--- config.mk ---
export PLATFORM = sky130hd
export DESIGN_NAME = scp_port
export DESIGN_NICKNAME = d
export VERILOG_FILES = /design/src/scp_pkg.sv /design/src/scp_port.sv /design/src/scp_regfile.sv
export VERILOG_INCLUDE_DIRS = /design/src /design/src/src
export SDC_FILE = /design/constraint.sdc
export NUM_CORES = 1
export LEC_CHECK = 0
export BUFFER_PORTS_ARGS = -buffer_cell sky130_fd_sc_hd__buf_2
export CORE_ASPECT_RATIO = 0.8
export CORE_MARGIN = 1
export CORE_UTILIZATION = 53
export CTS_CLUSTER_DIAMETER = 50
export DETAILED_ROUTE_END_ITERATION = 8
export HOLD_SLACK_MARGIN = 0.15
export PLACE_DENSITY = 0.76
export SYNTH_ARGS = -nofsm -noshare
export SYNTH_HDL_FRONTEND = slang
export SYNTH_SLANG_ARGS = --single-unit
--- constraint.sdc ---
create_clock -name sys_clk -period 15.4 [get_ports sys_clk]
set_input_delay 1.54 -clock sys_clk [delete_from_list [all_inputs] [get_ports sys_clk]]
set_output_delay 1.54 -clock sys_clk [all_outputs]
set_load 0.03 [all_outputs]
--- src/scp_map.svh ---
`ifndef SCP_MAP_SVH
`define SCP_MAP_SVH

// frame layout: one instruction byte, then data bytes
`define SCP_INSTR_BITS 8
`define SCP_READ_BIT 7
`define SCP_ADDR_MSB 4
// number of addressable control words
`define SCP_NUM_REGS 32
`define SCP_REG_WIDTH 8
// all control words clear to this value
`define SCP_REG_RESET 8'h00
// sync clock is the system clock divided by four
`define SCP_SYNC_DIV 4

`endif

--- src/scp_pkg.sv ---
`default_nettype none
package scp_pkg;
    typedef enum {SCP_IDLE, SCP_INSTR, SCP_WDATA, SCP_RDATA} scp_state_e;

    // pin inputs after synchronising, abort left raw
    typedef struct packed {
        logic cs_n;
        logic sclk;
        logic sdio;
        logic abort;
        logic update;
    } scp_pins_s;

    // two-way and output drivers
    typedef struct packed {
        logic sdio_out;
        logic sdio_oe;
        logic ser_out;
        logic ser_oe;
    } scp_drive_s;
endpackage : scp_pkg
`default_nettype wire

--- src/scp_port.sv ---
`timescale 1ns/1ps
`default_nettype none
`include "scp_map.svh"

// Behaviour
// - abort input asynchronously resets only the serial port controller.
// - abort high cancels transfer; new transfer only after abort low.
// - chip select active low; port takes part only while asserted.
// - in 3-wire mode the data pin is input only, never driven.
// - in 3-wire mode readback leaves on the dedicated output pin.
// - in 2-wire mode data pin is bidirectional, device drives readback.
// - in 2-wire mode the dedicated output pin stays unused.
// - hardware reset forces all state and control words to initial values.
// - update strobe rising edge copies buffer words to active words.
// - input data sampled on serial clock rising edge.
module scp_port #(
    parameter int DEPTH = `SCP_NUM_REGS,
    parameter int WIDTH = `SCP_REG_WIDTH
) (
    input wire logic sys_clk,
    input wire logic rst,
    input wire logic serial_port_abort,
    input wire logic cs_n,
    input wire logic sclk,
    input wire logic sdio_in,
    input wire logic update_in,
    input wire logic two_wire,
    output logic sdio_out,
    output logic sdio_oe,
    output logic serial_out_pin,
    output logic serial_out_pin_oe,
    output logic sync_clk_out,
    output logic busy,
    output logic [DEPTH*WIDTH-1:0] active_flat
);
    import scp_pkg::*;
    localparam int AW = $clog2(DEPTH);

    ////////////////////////////////////////////////////////////////////
    // input synchronisers, abort kept raw for its async action
    logic [1:0] cs_sync, sclk_sync, sdio_sync, upd_sync;
    scp_pins_s pins;
    always_ff @(posedge sys_clk or posedge rst) begin
        if (rst) begin
            cs_sync <= 2'h3;
            sclk_sync <= 2'h0;
            sdio_sync <= 2'h0;
            upd_sync <= 2'h0;
        end else begin
            cs_sync <= {cs_sync[0], cs_n};
            sclk_sync <= {sclk_sync[0], sclk};
            sdio_sync <= {sdio_sync[0], sdio_in};
            upd_sync <= {upd_sync[0], update_in};
        end
    end
    assign pins = '{cs_n: cs_sync[1], sclk: sclk_sync[1], sdio: sdio_sync[1],
                    abort: serial_port_abort, update: upd_sync[1]};

    ////////////////////////////////////////////////////////////////////
    // sync clock divider; update strobe sampled on its enable
    logic [1:0] div_reg, div_next;
    logic sync_en;
    logic upd_prev_reg, upd_prev_next;
    logic commit;
    always_comb begin
        div_next = div_reg + 2'h1;
        sync_en = (div_reg == 2'(`SCP_SYNC_DIV - 1));
        upd_prev_next = sync_en ? pins.update : upd_prev_reg;
        commit = sync_en && pins.update && !upd_prev_reg;
    end
    always_ff @(posedge sys_clk or posedge rst) begin
        if (rst) begin
            div_reg <= 2'h0;
            upd_prev_reg <= 1'b0;
        end else begin
            div_reg <= div_next;
            upd_prev_reg <= upd_prev_next;
        end
    end
    assign sync_clk_out = div_reg[1];

    ////////////////////////////////////////////////////////////////////
    // serial port controller, cleared by hardware reset or abort
    wire ctl_rst = rst | pins.abort;
    scp_state_e state_reg, state_next;
    logic sclk_prev_reg, sclk_prev_next;
    logic [7:0] shift_reg, shift_next;
    logic [2:0] cnt_reg, cnt_next;
    logic [AW-1:0] addr_reg, addr_next;
    logic out_reg, out_next;
    logic wr_en;
    logic [WIDTH-1:0] rd_data;
    logic rise, fall, sel;

    always_comb begin
        sel = !pins.cs_n;
        rise = sel && pins.sclk && !sclk_prev_reg;
        fall = sel && !pins.sclk && sclk_prev_reg;
        sclk_prev_next = pins.sclk;
        state_next = state_reg;
        shift_next = shift_reg;
        cnt_next = cnt_reg;
        addr_next = addr_reg;
        out_next = out_reg;
        wr_en = 1'b0;
        case (state_reg)
            SCP_IDLE: begin
                cnt_next = 3'h0;
                if (sel) begin
                    state_next = SCP_INSTR;
                end
            end
            SCP_INSTR: begin
                if (rise) begin
                    shift_next = {shift_reg[6:0], pins.sdio};
                    cnt_next = cnt_reg + 3'h1;
                    if (cnt_reg == 3'h7) begin
                        addr_next = AW'(shift_next[`SCP_ADDR_MSB:0]);
                        state_next = shift_next[`SCP_READ_BIT] ? SCP_RDATA : SCP_WDATA;
                    end
                end
            end
            SCP_WDATA: begin
                if (rise) begin
                    shift_next = {shift_reg[6:0], pins.sdio};
                    cnt_next = cnt_reg + 3'h1;
                    if (cnt_reg == 3'h7) begin
                        wr_en = 1'b1;
                        addr_next = addr_reg + AW'(1);
                    end
                end
            end
            SCP_RDATA: begin
                // load word on first falling edge, shift msb first
                if (fall) begin
                    if (cnt_reg == 3'h0) begin
                        out_next = rd_data[WIDTH-1];
                        shift_next = {rd_data[WIDTH-2:0], 1'b0};
                        addr_next = addr_reg + AW'(1);
                    end else begin
                        out_next = shift_reg[7];
                        shift_next = {shift_reg[6:0], 1'b0};
                    end
                    cnt_next = cnt_reg + 3'h1;
                end
            end
            default: state_next = SCP_IDLE;
        endcase
        if (!sel) begin
            state_next = SCP_IDLE;
        end
    end

    always_ff @(posedge sys_clk or posedge ctl_rst) begin
        if (ctl_rst) begin
            state_reg <= SCP_IDLE;
            sclk_prev_reg <= 1'b0;
            shift_reg <= 8'h00;
            cnt_reg <= 3'h0;
            addr_reg <= '0;
            out_reg <= 1'b0;
        end else begin
            state_reg <= state_next;
            sclk_prev_reg <= sclk_prev_next;
            shift_reg <= shift_next;
            cnt_reg <= cnt_next;
            addr_reg <= addr_next;
            out_reg <= out_next;
        end
    end

    scp_regfile #(.DEPTH(DEPTH), .WIDTH(WIDTH), .AW(AW)) u_regs (
        .sys_clk(sys_clk),
        .rst(rst),
        .wr_en(wr_en),
        .wr_addr(addr_reg),
        .wr_data(shift_next),
        .commit(commit),
        .rd_addr(addr_reg),
        .rd_data(rd_data),
        .active_flat(active_flat)
    );

    ////////////////////////////////////////////////////////////////////
    // pin drivers; readback pin choice follows the wiring mode
    scp_drive_s drv;
    always_comb begin
        drv.sdio_out = out_reg;
        drv.sdio_oe = two_wire && state_reg == SCP_RDATA && sel;
        drv.ser_out = out_reg;
        drv.ser_oe = !two_wire && state_reg == SCP_RDATA && sel;
    end
    assign sdio_out = drv.sdio_out;
    assign sdio_oe = drv.sdio_oe;
    assign serial_out_pin = drv.ser_out;
    assign serial_out_pin_oe = drv.ser_oe;
    assign busy = state_reg != SCP_IDLE;
endmodule : scp_port
`default_nettype wire

--- src/scp_regfile.sv ---
`timescale 1ns/1ps
`default_nettype none
`include "scp_map.svh"

module scp_regfile #(
    parameter int DEPTH = `SCP_NUM_REGS,
    parameter int WIDTH = `SCP_REG_WIDTH,
    parameter int AW = $clog2(DEPTH)
) (
    input wire logic sys_clk,
    input wire logic rst,
    input wire logic wr_en,
    input wire logic [AW-1:0] wr_addr,
    input wire logic [WIDTH-1:0] wr_data,
    input wire logic commit,
    input wire logic [AW-1:0] rd_addr,
    output logic [WIDTH-1:0] rd_data,
    output logic [DEPTH*WIDTH-1:0] active_flat
);
    logic [WIDTH-1:0] buf_reg [DEPTH];
    logic [WIDTH-1:0] act_reg [DEPTH];
    logic [WIDTH-1:0] rd_reg;

    // buffer and active copies per word
    genvar i;
    generate
        for (i = 0; i < DEPTH; i++) begin : g_word
            always_ff @(posedge sys_clk or posedge rst) begin
                if (rst) begin
                    buf_reg[i] <= `SCP_REG_RESET;
                    act_reg[i] <= `SCP_REG_RESET;
                end else begin
                    if (wr_en && wr_addr == AW'(i)) begin
                        buf_reg[i] <= wr_data;
                    end
                    if (commit) begin
                        act_reg[i] <= buf_reg[i];
                    end
                end
            end
            assign active_flat[i*WIDTH +: WIDTH] = act_reg[i];
        end
    endgenerate

    // readback from the active copy, registered
    always_ff @(posedge sys_clk or posedge rst) begin
        if (rst) begin
            rd_reg <= `SCP_REG_RESET;
        end else begin
            rd_reg <= act_reg[rd_addr];
        end
    end
    assign rd_data = rd_reg;
endmodule : scp_regfile
`default_nettype wire

==> run metrics <==
Rel. slew slack 0.219; hold depth 0; total clock sinks 551; Worst Clk Skew around 34 ps; PwrDens around 130 nW/um2; share of cells above drive strength 1 0.354; Total Power 3.46 mW; Slew @ Worst Pin around 1200 ps; largest net degree at the start of global routing approximately 200; switching share of power 0.285; Final Setup Violations 0; DRC viols 0; Post-Syn Area between 20,000 and 25,000 um2; critical path fanouts, max roughly 200; CTS tree yes; leak pwr between 10 and 15 nW; asr flop ratio synth 1.00; Die Y approximately 190 um; post-synthesis cell type count 62; DRT Pass-1 Iters 5; Fin Setup TNS 0 ps; Fillers 3,323; Max Fclk roughly 260 MHz; row cnt 68; global route total overflow 0; max incr delay on CP a little over 900 ps; DP HPWL 44.3 mm; biggest area consumer among synthesized cells dfrtp_1; PortBufs roughly 270; max-slew violations 0; post-CTS setup repair buffer count 0; Reg2Reg Depth 6; Routed Antenna Nets 0; initial antenna violation count 0; critical-path cell list buf_2 -> clkinvlp_4 -> buf_12 -> buf_4 -> buf_4; Die W roughly 240 um; RSZ-0062 raised after global routing false; WHS Endpoint cs_sync[1]; outcome finished, final reports clean; Clk pwr share 0.410; first-pass GRT wire length 103 mm; gpl congestion 0.942; Post-Syn Instances ~1,900; FF-to-FF End u_regs.buf_reg[168]; CP arrival around 4500 ps; peak supply drop a little over 0.09 mV; GRT Total Usage 0.302; register area share after synthesis 0.586; Gate power share 0.141; Finished Core Util 0.621; required time worst endpoint 15,980 ps; Critical Path End Type asynchronous set/reset pin; WL final between 60 and 70 mm; share of the synthesized area in the top cell type 0.584; final worst-path cycle share 0.253; Net Sw Power 987 uW; CTS resizes 0; Die Area 45,300 um2; DR WL/cell approximately 25 um; Post-synth EDFFs 0; Min Hold Slack 356 ps; vias per cell 6.16; register bit total from synthesis ~550; vias in the first global route between 15,000 and 20,000; Core ar. 43,500 um2; ANT cells 0; element type at the critical path start input port; ranking of synthesized cells by area dfrtp_1, mux2_2, a31oi_1; Initial Utilization 0.541; area grow syn2layout 14.6%; CTS Buffer Depth 3; commonest non-fill, non-tap cell in the layout dfrtp_1; H-tree depth 2; vias roughly 17,000; worst reg2reg setup slack 11,750 ps; Worst Hold Class reg2reg; most frequent cells in the layout dfrtp_1, mux2_2, buf_2; Seq pwr share 0.449; IO Pins 270; Mapped Nets 1,892; total CTS buffers 55; CTS root buf clkbuf_16; Iteration-0 DRC Markers between 1,500 and 2,000; slowest CP cell buf_4; Mapped Avg Cell Area 12.6 um2; cts hold-fix bufs 0; Main synth FF type dfrtp_1; clock slew at reported path FFs approximately 60 ps; most used cell, CP buf_4; Hold Vio Cnt, Final 0; clock latency at the later pin of the worst-skew pair 620 ps; yosys warns 0; fin nets between 2,000 and 2,500; post-layout min period between 3000 and 4000 ps; Max Cap Viol 0; Int Power 2.48 mW; hold_sp cs_sync[0]; Setup CP Type in2async; Reg-to-Reg Start addr_reg[1]
-- synth_stat cells (all sizes together), types with 2 or more instances --
library cell	instances
nor3	32
a22o	2
dfstp	2
a21oi	40
mux2	282
or3b	5
and4b	2
or2	2
and3b	6
a2bb2oi	2
nor3b	5
o22ai	25
and3	10
inv	15
nand2	32
and2	2
nor4	4
nand3	10
ha	15
mux4	30
o31ai	2
a2111oi	3
nand2b	4
dfrtp	549
nor2b	11
nand3b	6
a31oi	227
mux2i	65
a22oi	7
clkbuf	53
nor2	266
a211oi	2
and4	16
buf	109
o21ai	15
-- per-layer routing --
metal  global-route usage  wire length [um]  up-vias
met2                0.460             30700      748
met3               0.0764              5880      118
met5                    0                 0        -
met4                0.103              2130        0
li1                     -                 -     7165
met1                0.425             28500     8589
-- cell families (layout without fill, tap and decap cells) --
kind of cell	after synthesis	after routing	synth area share
buffers and inverters	177	409	0.0370
AND/OR/NAND/NOR	416	416	0.0882
adder cells (fa/ha/maj)	15	15	0.00797
multiplexers	377	377	0.191
flip-flops	551	551	0.586
AO/OA/AOI/OAI	333	333	0.0897
-- layout make-up --
class,count,area [um2],share of cell area
timing repair buffer,294,1550,0.0573
inverter,15,60.1,0.00223
clock buffer,79,1610,0.0596
clock inverter,21,324,0.0120
multi-input combinational,1141,8900,0.330
sequential,551,13800,0.511
tap,595,744,0.0276
-- power by group through the flow --
stage	Combinational (mW)	Sequential, mW	Clock, mW
2_1_floorplan	0.397	1.51	0
3_3_place_gp	0.470	1.58	0
3_5_place_dp	0.477	1.58	0
4_1_cts	0.478	1.56	1.43
5_1_grt	0.511	1.56	1.50
6_report	0.487	1.56	1.42
-- stage by stage --
| step | cell area [um2] | setup slack [ps] | std cells |
|---|---|---|---|
| floorplan | 23500 | 6640 | 1869 |
| global placement | 25000 | 10860 | 2596 |
| detailed placement | 25000 | 10740 | 2596 |
| CTS | 27000 | 11380 | 2696 |
| global route | 27000 | 10910 | 2696 |
| finish | 27000 | 11510 | 2696 |
-- worst max path at each step --
stage / start / to
finish: rst / u_regs.buf_reg[218]
global placement: rst / u_regs.active_flat[34]
CTS: rst / u_regs.active_flat[58]
detailed placement: rst / u_regs.active_flat[50]
global route: rst / u_regs.active_flat[58]
floorplan: rst / div_reg[0]
-- critical path, delay by kind of cell --
| kind | cells | cell delay (ps) |
|---|---|---|
| buffers and inverters | 5 | 2790 |
(Power assumes the default switching activity.)
